--- config.mk ---
export PLATFORM = sky130hd
export DESIGN_NAME = drive_words
export DESIGN_NICKNAME = d
export VERILOG_FILES = /design/src/design/drive_words_pkg.sv /design/src/design/drive_words.sv
export VERILOG_INCLUDE_DIRS = /design/src /design/src/design
export SDC_FILE = /design/constraint.sdc
export NUM_CORES = 1
export LEC_CHECK = 0
export ABC_AREA = 1
export BUFFER_PORTS_ARGS = -buffer_cell sky130_fd_sc_hd__buf_2
export CAP_MARGIN = 20
export CORE_AREA = 4 4 83 85
export CTS_BUF_LIST = sky130_fd_sc_hd__clkbuf_4
export DETAILED_ROUTE_END_ITERATION = 10
export DIE_AREA = 0 0 87 89
export PLACE_DENSITY = 0.56
export SYNTH_ARGS = -nofsm -noshare
export SYNTH_HDL_FRONTEND = slang
export SYNTH_SLANG_ARGS = --single-unit
--- constraint.sdc ---
create_clock -name sys_clk -period 2.49 [get_ports sys_clk]
set_clock_uncertainty 0.2 [all_clocks]
set_input_delay 0.498 -clock sys_clk [delete_from_list [all_inputs] [get_ports sys_clk]]
set_output_delay 0.498 -clock sys_clk [all_outputs]
set_load 0.05 [all_outputs]
--- src/design/drive_words_regs.svh ---
/*
 * Bit positions and reset values of the drive command word and the drive state word.
 * Assumes inclusion by bare name from the design module and the bench.
 */
`ifndef DRIVE_WORDS_REGS_SVH
`define DRIVE_WORDS_REGS_SVH
// Overview of operation
// - Command bits 0..1 pick one of four preset references.
// - Command bit 2 low requests DC braking and stop.
// - Command bit 3 low switches the output stage off; motor coasts.
// - Command bit 4 low requests a quick-stop ramp down.
// - Command bit 5 low freezes output frequency; only coast or brake stop it.
// - Command bit 6 low ramps to stop; high permits start.
// - Trip clears only on a rising edge of command bit 7.
// - Command bit 8 high selects jog speed.
// - Command bit 9 selects ramp set one or two.
// - Command word ignored entirely unless bit 10 is high.
// - Bits 11 and 12 drive relays only when relay function selects them.
// - Bits 13..14 select set-up only under multi set-up configuration.
// - Bit 15 reverses only for serial, OR or AND reversing source.
// - State bits 0..2 report control ready, drive ready, output enabled.
// - State bits 3, 4, 6 report trip, non-trip error, trip lock.
// - State bit 7 reports warning; bit 5 stays zero.
// - State bit 8 high when speed equals reference.
// - State bit 9 high under bus control, low under local stop or reference.
// - State bit 10 high while frequency lies inside the speed limits.
// - State bit 11 high with start signal or nonzero output frequency.
// - State bit 12 high while halted by temporary overtemperature.
// - State bits 13..15 report voltage, current limit, thermal timer excess.
// - Whole state word is zero when the option link is lost.
`define CMD_REF_LSB      0
`define CMD_DC_BRAKE_N   2
`define CMD_COAST_N      3
`define CMD_QSTOP_N      4
`define CMD_FREEZE_N     5
`define CMD_RUN          6
`define CMD_RESET        7
`define CMD_JOG          8
`define CMD_RAMP2        9
`define CMD_VALID        10
`define CMD_RELAY1       11
`define CMD_RELAY2       12
`define CMD_SETUP_LSB    13
`define CMD_REVERSE      15
`define STATE_CTRL_READY  0
`define STATE_DRIVE_READY 1
`define STATE_OUT_ENABLED 2
`define STATE_TRIP        3
`define STATE_ERROR       4
`define STATE_UNUSED      5
`define STATE_TRIP_LOCK   6
`define STATE_WARNING     7
`define STATE_AT_SPEED    8
`define STATE_BUS_CTRL    9
`define STATE_IN_LIMITS   10
`define STATE_RUNNING     11
`define STATE_OT_HALT     12
`define STATE_VOLTAGE     13
`define STATE_CURRENT     14
`define STATE_THERMAL     15
`define CMD_RESET_VALUE  16'h0000
`define STATE_RESET_VALUE 16'h0000
`endif

--- src/design/drive_words_pkg.sv ---
/*
 * Types shared by the command decoder.
 * Assumes the bit layout header is on the include path.
 */
package drive_words_pkg;
    typedef enum logic [1:0] {
        REV_DIGITAL,
        REV_SERIAL,
        REV_LOGIC_OR,
        REV_LOGIC_AND
    } reverse_source_type;

    typedef struct packed {
        logic       control_ready;
        logic       drive_ready;
        logic       output_enabled;
        logic       tripped;
        logic       error_no_trip;
        logic       trip_locked;
        logic       warning;
        logic       speed_at_ref;
        logic       local_stop;
        logic       local_reference;
        logic       freq_in_limits;
        logic       start_present;
        logic       freq_nonzero;
        logic       overtemp_halt;
        logic       voltage_fault;
        logic       current_limit;
        logic       thermal_exceeded;
        logic       link_lost;
    } drive_condition_type;

    typedef struct packed {
        logic [1:0] preset_select;
        logic       dc_brake;
        logic       coast;
        logic       quick_stop;
        logic       freeze;
        logic       ramp_stop;
        logic       jog;
        logic       ramp_set2;
        logic [1:0] setup_select;
        logic       reverse;
    } drive_command_type;
endpackage

--- src/design/drive_words.sv ---
/*
 * Decoder of the fieldbus command word and builder of the drive state word.
 * Assumes command words arrive with a one-cycle strobe on sys_clk, and that the
 * drive condition inputs and configuration come from logic on the same clock.
 */
`include "drive_words_regs.svh"

module drive_words
    import drive_words_pkg::*;
(
    // Clock and reset
    input  wire logic                sys_clk,
    input  wire logic                sys_rst,
    // Received command word
    input  wire logic [15:0]         drive_command_word,
    input  wire logic                command_strobe,
    // Configuration
    input  wire logic                relay1_fn_is_bit,
    input  wire logic                relay2_fn_is_bit,
    input  wire logic                multi_setup_active,
    input  wire reverse_source_type  reverse_source,
    input  wire logic                reverse_input,
    // Drive conditions
    input  wire drive_condition_type cond,
    // Decoded commands
    output logic                     commands_valid_reg,
    output drive_command_type        command_reg,
    output logic                     trip_clear_reg,
    output logic                     relay1_reg,
    output logic                     relay2_reg,
    output logic                     setup_change_reg,
    output logic [1:0]               setup_reg,
    // State word
    output logic [15:0]              drive_state_word
);

    // ************************************************************
    // Command latch
    // ************************************************************
    logic [15:0] word_reg;
    logic        reset_bit_reg;
    logic [15:0] word_next;
    logic        reverse_allowed;

    assign word_next = drive_command_word;

    always_ff @(posedge sys_clk or posedge sys_rst) begin
        if (sys_rst) begin
            word_reg           <= `CMD_RESET_VALUE;
            commands_valid_reg <= 1'b0;
        end else if (command_strobe && drive_command_word[`CMD_VALID]) begin
            word_reg           <= word_next;
            commands_valid_reg <= 1'b1;
        end
    end

    // ************************************************************
    // Command decode
    // ************************************************************
    always_comb begin
        case (reverse_source)
            REV_SERIAL:    reverse_allowed = 1'b1;
            REV_LOGIC_OR:  reverse_allowed = 1'b1;
            REV_LOGIC_AND: reverse_allowed = 1'b1;
            default:       reverse_allowed = 1'b0;
        endcase
    end

    always_ff @(posedge sys_clk or posedge sys_rst) begin
        if (sys_rst) begin
            command_reg <= '0;
        end else begin
            command_reg.preset_select <= word_reg[`CMD_REF_LSB +: 2];
            command_reg.dc_brake      <= ~word_reg[`CMD_DC_BRAKE_N];
            command_reg.coast         <= ~word_reg[`CMD_COAST_N];
            command_reg.quick_stop    <= ~word_reg[`CMD_QSTOP_N];
            command_reg.freeze        <= ~word_reg[`CMD_FREEZE_N];
            command_reg.ramp_stop     <= ~word_reg[`CMD_RUN];
            command_reg.jog           <= word_reg[`CMD_JOG];
            command_reg.ramp_set2     <= word_reg[`CMD_RAMP2];
            command_reg.setup_select  <= word_reg[`CMD_SETUP_LSB +: 2];
            case (reverse_source)
                REV_SERIAL:    command_reg.reverse <= word_reg[`CMD_REVERSE];
                REV_LOGIC_OR:  command_reg.reverse <= word_reg[`CMD_REVERSE] | reverse_input;
                REV_LOGIC_AND: command_reg.reverse <= word_reg[`CMD_REVERSE] & reverse_input;
                default:       command_reg.reverse <= reverse_input;
            endcase
        end
    end

    // ************************************************************
    // Trip clear on rising reset bit
    // ************************************************************
    always_ff @(posedge sys_clk or posedge sys_rst) begin
        if (sys_rst) begin
            reset_bit_reg  <= 1'b0;
            trip_clear_reg <= 1'b0;
        end else begin
            reset_bit_reg  <= word_reg[`CMD_RESET];
            trip_clear_reg <= word_reg[`CMD_RESET] & ~reset_bit_reg;
        end
    end

    // ************************************************************
    // Relays and set-up
    // ************************************************************
    always_ff @(posedge sys_clk or posedge sys_rst) begin
        if (sys_rst) begin
            relay1_reg       <= 1'b0;
            relay2_reg       <= 1'b0;
            setup_reg        <= 2'h0;
            setup_change_reg <= 1'b0;
        end else begin
            relay1_reg       <= relay1_fn_is_bit & word_reg[`CMD_RELAY1];
            relay2_reg       <= relay2_fn_is_bit & word_reg[`CMD_RELAY2];
            setup_change_reg <= 1'b0;
            if (multi_setup_active &&
                setup_reg != word_reg[`CMD_SETUP_LSB +: 2]) begin
                setup_reg        <= word_reg[`CMD_SETUP_LSB +: 2];
                setup_change_reg <= 1'b1;
            end
        end
    end

    // ************************************************************
    // State word
    // ************************************************************
    logic [15:0] state_next;

    always_comb begin
        state_next     = `STATE_RESET_VALUE;
        state_next[`STATE_CTRL_READY]  = cond.control_ready;
        state_next[`STATE_DRIVE_READY] = cond.drive_ready;
        state_next[`STATE_OUT_ENABLED] = cond.output_enabled;
        state_next[`STATE_TRIP]        = cond.tripped;
        state_next[`STATE_ERROR]       = cond.error_no_trip;
        state_next[`STATE_UNUSED]      = 1'b0;
        state_next[`STATE_TRIP_LOCK]   = cond.trip_locked;
        state_next[`STATE_WARNING]     = cond.warning;
        state_next[`STATE_AT_SPEED]    = cond.speed_at_ref;
        state_next[`STATE_BUS_CTRL]    = ~(cond.local_stop | cond.local_reference);
        state_next[`STATE_IN_LIMITS]   = cond.freq_in_limits;
        state_next[`STATE_RUNNING]     = cond.start_present | cond.freq_nonzero;
        state_next[`STATE_OT_HALT]     = cond.overtemp_halt;
        state_next[`STATE_VOLTAGE]     = cond.voltage_fault;
        state_next[`STATE_CURRENT]     = cond.current_limit;
        state_next[`STATE_THERMAL]     = cond.thermal_exceeded;
        if (cond.link_lost) begin
            state_next = 16'h0000;
        end
    end

    always_ff @(posedge sys_clk or posedge sys_rst) begin
        if (sys_rst) begin
            drive_state_word <= `STATE_RESET_VALUE;
        end else begin
            drive_state_word <= state_next;
        end
    end

    // ************************************************************
    // Assertions
    // ************************************************************
    property p_valid_gate;
        @(posedge sys_clk) disable iff (sys_rst)
        (command_strobe && !drive_command_word[`CMD_VALID]) |=> $stable(word_reg);
    endproperty
    a_valid_gate: assert property (p_valid_gate) else $error("invalid word latched");

    property p_latch;
        @(posedge sys_clk) disable iff (sys_rst)
        (command_strobe && drive_command_word[`CMD_VALID])
            |=> word_reg == $past(drive_command_word);
    endproperty
    a_latch: assert property (p_latch) else $error("command word not latched");

    property p_coast;
        @(posedge sys_clk) disable iff (sys_rst)
        (command_strobe && drive_command_word[`CMD_VALID] && !drive_command_word[`CMD_COAST_N])
            |=> ##1 command_reg.coast;
    endproperty
    a_coast: assert property (p_coast) else $error("coast not decoded");

    property p_brake;
        @(posedge sys_clk) disable iff (sys_rst)
        (command_strobe && drive_command_word[`CMD_VALID])
            |=> ##1 command_reg.dc_brake == !$past(drive_command_word[`CMD_DC_BRAKE_N], 2);
    endproperty
    a_brake: assert property (p_brake) else $error("brake decode wrong");

    property p_trip_edge;
        @(posedge sys_clk) disable iff (sys_rst)
        trip_clear_reg |-> $past(word_reg[`CMD_RESET]) && !$past(reset_bit_reg);
    endproperty
    a_trip_edge: assert property (p_trip_edge) else $error("trip clear without edge");

    property p_trip_once;
        @(posedge sys_clk) disable iff (sys_rst)
        trip_clear_reg |=> !trip_clear_reg;
    endproperty
    a_trip_once: assert property (p_trip_once) else $error("trip clear repeated");

    property p_relay;
        @(posedge sys_clk) disable iff (sys_rst)
        relay1_reg |-> $past(relay1_fn_is_bit) && $past(word_reg[`CMD_RELAY1]);
    endproperty
    a_relay: assert property (p_relay) else $error("relay active without selection");

    property p_setup;
        @(posedge sys_clk) disable iff (sys_rst)
        !multi_setup_active |=> $stable(setup_reg);
    endproperty
    a_setup: assert property (p_setup) else $error("setup changed outside multi");

    property p_link_lost;
        @(posedge sys_clk) disable iff (sys_rst)
        cond.link_lost |=> drive_state_word == 16'h0000;
    endproperty
    a_link_lost: assert property (p_link_lost) else $error("state word not zero");

    property p_bit5;
        @(posedge sys_clk) disable iff (sys_rst)
        !drive_state_word[`STATE_UNUSED];
    endproperty
    a_bit5: assert property (p_bit5) else $error("unused state bit set");

    property p_preset;
        @(posedge sys_clk) disable iff (sys_rst)
        (command_strobe && drive_command_word[`CMD_VALID])
            |=> ##1 command_reg.preset_select ==
                $past(drive_command_word[`CMD_REF_LSB +: 2], 2);
    endproperty
    a_preset: assert property (p_preset) else $error("preset select not decoded");

    property p_quick_stop;
        @(posedge sys_clk) disable iff (sys_rst)
        (command_strobe && drive_command_word[`CMD_VALID])
            |=> ##1 command_reg.quick_stop == !$past(drive_command_word[`CMD_QSTOP_N], 2);
    endproperty
    a_quick_stop: assert property (p_quick_stop) else $error("quick stop not decoded");

    property p_freeze;
        @(posedge sys_clk) disable iff (sys_rst)
        (command_strobe && drive_command_word[`CMD_VALID])
            |=> ##1 command_reg.freeze == !$past(drive_command_word[`CMD_FREEZE_N], 2);
    endproperty
    a_freeze: assert property (p_freeze) else $error("freeze not decoded");

    property p_ramp_stop;
        @(posedge sys_clk) disable iff (sys_rst)
        (command_strobe && drive_command_word[`CMD_VALID])
            |=> ##1 command_reg.ramp_stop == !$past(drive_command_word[`CMD_RUN], 2);
    endproperty
    a_ramp_stop: assert property (p_ramp_stop) else $error("ramp stop not decoded");

    property p_jog;
        @(posedge sys_clk) disable iff (sys_rst)
        (command_strobe && drive_command_word[`CMD_VALID])
            |=> ##1 command_reg.jog == $past(drive_command_word[`CMD_JOG], 2);
    endproperty
    a_jog: assert property (p_jog) else $error("jog not decoded");

    property p_ramp_set;
        @(posedge sys_clk) disable iff (sys_rst)
        (command_strobe && drive_command_word[`CMD_VALID])
            |=> ##1 command_reg.ramp_set2 == $past(drive_command_word[`CMD_RAMP2], 2);
    endproperty
    a_ramp_set: assert property (p_ramp_set) else $error("ramp set not decoded");

    property p_reverse_local;
        @(posedge sys_clk) disable iff (sys_rst)
        !reverse_allowed |=> command_reg.reverse == $past(reverse_input);
    endproperty
    a_reverse_local: assert property (p_reverse_local) else $error("reverse bit obeyed");

    property p_reverse_bus;
        @(posedge sys_clk) disable iff (sys_rst)
        (reverse_source == REV_SERIAL) |=> command_reg.reverse == $past(word_reg[`CMD_REVERSE]);
    endproperty
    a_reverse_bus: assert property (p_reverse_bus) else $error("reverse bit ignored");

    property p_relay2;
        @(posedge sys_clk) disable iff (sys_rst)
        relay2_reg |-> $past(relay2_fn_is_bit) && $past(word_reg[`CMD_RELAY2]);
    endproperty
    a_relay2: assert property (p_relay2) else $error("relay two without selection");

    property p_setup_pulse;
        @(posedge sys_clk) disable iff (sys_rst)
        setup_change_reg |-> setup_reg != $past(setup_reg);
    endproperty
    a_setup_pulse: assert property (p_setup_pulse) else $error("setup pulse without change");

    property p_state_trip;
        @(posedge sys_clk) disable iff (sys_rst)
        !cond.link_lost |=> drive_state_word[`STATE_TRIP] == $past(cond.tripped);
    endproperty
    a_state_trip: assert property (p_state_trip) else $error("trip bit wrong");

    property p_bus_ctrl;
        @(posedge sys_clk) disable iff (sys_rst)
        (!cond.link_lost && cond.local_stop) |=> !drive_state_word[`STATE_BUS_CTRL];
    endproperty
    a_bus_ctrl: assert property (p_bus_ctrl) else $error("bus control under local stop");

    property p_running;
        @(posedge sys_clk) disable iff (sys_rst)
        (!cond.link_lost && cond.freq_nonzero) |=> drive_state_word[`STATE_RUNNING];
    endproperty
    a_running: assert property (p_running) else $error("running bit low");

    c_trip: cover property (@(posedge sys_clk) disable iff (sys_rst) trip_clear_reg);
    c_setup: cover property (@(posedge sys_clk) disable iff (sys_rst) setup_change_reg);
    c_lost: cover property (@(posedge sys_clk) disable iff (sys_rst) cond.link_lost);
    c_ignored: cover property (@(posedge sys_clk) disable iff (sys_rst)
        command_strobe && !drive_command_word[`CMD_VALID]);

endmodule

==> flow_summary.ini <==
[floorplan]
core_area_um2 = 6200
initial_core_util = 0.287
top_level_ports = 78
die-area_um2 = 7740
horizontal_extent_of_the_die_um = 87
dieHeight_um = 89
core.rowCount = 29

[pwr]
power_switching_share = 0.343
power_share_of_the_clock_group = 0.226
power.share.sequential = 0.552
cellInternalPower_mw = 1.09
switchingPower_mw = 0.570
power.density_cell_area_nw_per_um2 = 727
total_leakage_power_nw = 1.31
vdd_drop_max_uv = 252
combPwrFrac = 0.222

[sta]
max_freq_mhz = 581
fin_setup_tns_ns = 0
timing.final.hold_violations = 0
final-max-slew-violation-count = 0
final_min_period_over_clock_period = 0.691
final_period_minus_worst_setup_slack_ns = 1.72
rsz0062_at_grt = no
setup_viol = 0

[clock_network]
cts_made_buffers = 5
cts-resized-gates = 0
clock_tree_from_tritoncts = yes
clock_tree_sinks = 50
cts_h_tree_lvls = 2
clkSlewWorstSetupHoldPaths_ns = 0.15
cts.root.buffer_cell = sky130_fd_sc_hd__clkbuf_4
cts_hold_repair_buffers = 1
post-cts-setup-buffer-count = 0
maximum_root_to_sink_buffer_count = 2
clock_latency_ns = 0.36

[global_route]
grt_first_pass_wirelength_mm = 5.98
grt_max_degree = 51
antenna_violations_before_repair = 0
vias_in_the_first_global_route = 1304
overflow = 0
groute.usage.overall = 0.100

[worst_setup_path]
worst-path-max-fanout = 3
timing.critical_path.to_type = output port
cp-endpoint = setup_reg[1]
timing.setup.critical_path_class = reg2out
timing.critical_path.required_ns = 1.79
worstReg2RegStart = word_reg[14]
regToRegSetupSlack_ns = 1.50
crit-reg2reg-capture = setup_change_reg
worst-r2r-cell-count = 4
critical_path.startpoint_type = flip-flop
worst-path-buf-inv = 1
maximum_single_stage_delay_on_the_critical_path_ns = 0.39
worst_ep_arrival_time_ns = 1.02
timing.critical_path.max_delay_family = flip-flops
crit_start = setup_reg[1]
cp_num_cells = 1
critical_path.cell_chain = buf_2
cp_slowest_cell = sky130_fd_sc_hd__dfrtp_1

[routing]
drt-initial-drc-count = 43
detailed_route_vias_per_instance = 3.93
route.detailed.drc = 0
route.antenna.remaining_nets = 0
routedWlPerCell_um = 11.1
detail_route.first_pass.iterations = 3
routed_wirelength_mm = 3.50
detailroute.via_count = 1243

[yosys]
mapped_area_um2 = 1780
synth_warnings = 0
synth.distinct_cells = 16
post_synth.cell_area_avg_um2 = 11.2
synth.yosys.seq_area_share = 0.702
netlist_instances = 159
mappedNetlistNets = 202
synth.ff_latch_count = 50

[final_layout]
area.growth.synth_to_final_pct = 28.3
drive_gt1_frac = 0.414
finish.utilization = 0.369
antenna-diode-count = 0
design.final.nets = 281

[status]
outcome = finished, final reports clean

[worst_hold_path]
hold_class = in2reg
hold_path_startpoint = cond[9]

[placed_design]
detailed_place_hpwl_mm = 2.55
io_buffer_count = 76
gpl.final_weighted_congestion = 0.695

[run]
drv_cap = 0
[per-layer routing]
metal / track usage / vias to the layer above / wire length (um)
met4: 0.0382 / 0 / 55
met2: 0.170 / 37 / 1780
li1: - / 623 / -
met1: 0.120 / 577 / 1410
met5: 0 / - / 0
met3: 0.0286 / 6 / 252
[cells in the mapped netlist]
master,number,area [um^2]
sky130_fd_sc_hd__dfrtp_1,50,1250
sky130_fd_sc_hd__inv_1,29,109
sky130_fd_sc_hd__nand2_1,26,97.6
sky130_fd_sc_hd__nor2_1,20,75.1
sky130_fd_sc_hd__a21oi_2,8,70.1
sky130_fd_sc_hd__nand3_1,8,40.0
sky130_fd_sc_hd__nor2_2,4,25.0
sky130_fd_sc_hd__buf_6,3,33.8
sky130_fd_sc_hd__o21ai_0,3,15.0
sky130_fd_sc_hd__a21oi_1,2,10.0
sky130_fd_sc_hd__buf_2,1,5.00
sky130_fd_sc_hd__buf_4,1,7.51
sky130_fd_sc_hd__buf_8,1,15.0
sky130_fd_sc_hd__conb_1,1,3.75
sky130_fd_sc_hd__nand2_8,1,20.0
sky130_fd_sc_hd__nor3_1,1,5.00
[kinds of logic (layout without fill, tap and decap cells)]
logic type,Yosys count,count (layout),share of synthesized area
AO/OA/AOI/OAI,13,13,0.0533
flip-flops,50,50,0.702
other,1,1,0.00210
buffers and inverters,35,115,0.0954
AND/OR/NAND/NOR,60,60,0.147
[cells in the final DEF, fill, tap and decap left out]
| cell | instances |
|---|---|
| sky130_fd_sc_hd__a21oi_1 | 2 |
| sky130_fd_sc_hd__a21oi_2 | 8 |
| sky130_fd_sc_hd__buf_12 | 1 |
| sky130_fd_sc_hd__buf_2 | 76 |
| sky130_fd_sc_hd__clkbuf_4 | 5 |
| sky130_fd_sc_hd__clkinv_2 | 1 |
| sky130_fd_sc_hd__clkinv_4 | 1 |
| sky130_fd_sc_hd__clkinvlp_4 | 1 |
| sky130_fd_sc_hd__conb_1 | 1 |
| sky130_fd_sc_hd__dfrtp_1 | 50 |
| sky130_fd_sc_hd__dlygate4sd3_1 | 1 |
| sky130_fd_sc_hd__inv_1 | 28 |
| sky130_fd_sc_hd__inv_2 | 1 |
| sky130_fd_sc_hd__nand2_1 | 26 |
| sky130_fd_sc_hd__nand2_8 | 1 |
| sky130_fd_sc_hd__nand3_1 | 8 |
| sky130_fd_sc_hd__nor2_1 | 20 |
| sky130_fd_sc_hd__nor2_2 | 4 |
| sky130_fd_sc_hd__nor3_1 | 1 |
| sky130_fd_sc_hd__o21ai_0 | 3 |
[how the worst min path moves through the flow]
stage          cells after the start  slack, ns             endpoint
6_report                           2       0.07  drive_state_word[9]
5_1_grt                            2       0.04  drive_state_word[9]
4_1_cts                            2       0.04  drive_state_word[9]
3_5_place_dp                       0       0.16        reset_bit_reg
3_3_place_gp                       0       0.16        reset_bit_reg
2_1_floorplan                      0       0.15        reset_bit_reg
[power groups by stage]
stage	registers [mW]	logic, mW	clock network (mW)
4_1_cts	0.919	0.378	0.401
3_5_place_dp	0.935	0.376	0
3_3_place_gp	0.934	0.370	0
6_report	0.918	0.370	0.376
5_1_grt	0.929	0.403	0.437
2_1_floorplan	1.10	0.101	0
[through the flow]
stage / power [mW] / setup WS, ns / cell area [um^2] / cells / hold WS, ns
after floorplan: 1.21 / 0.591 / 1780 / 159 / 0.154
after global placement: 1.30 / 1.11 / 2220 / 307 / 0.156
after detailed placement: 1.31 / 1.07 / 2220 / 307 / 0.158
after CTS: 1.70 / 0.722 / 2290 / 316 / 0.0420
after global routing: 1.77 / 0.680 / 2290 / 316 / 0.0444
final: 1.66 / 0.768 / 2290 / 316 / 0.0673
[cell type report]
class	instances	area (um^2)
clock buffers	5	37.5
well taps	77	96.3
fillers	657	3920
repair buffers	78	410
clock inverters	3	21.3
inverters	29	109
multi-input cells	74	362
flip-flops and latches	50	1250
No activity file was read; power rests on OpenSTA's default activity.
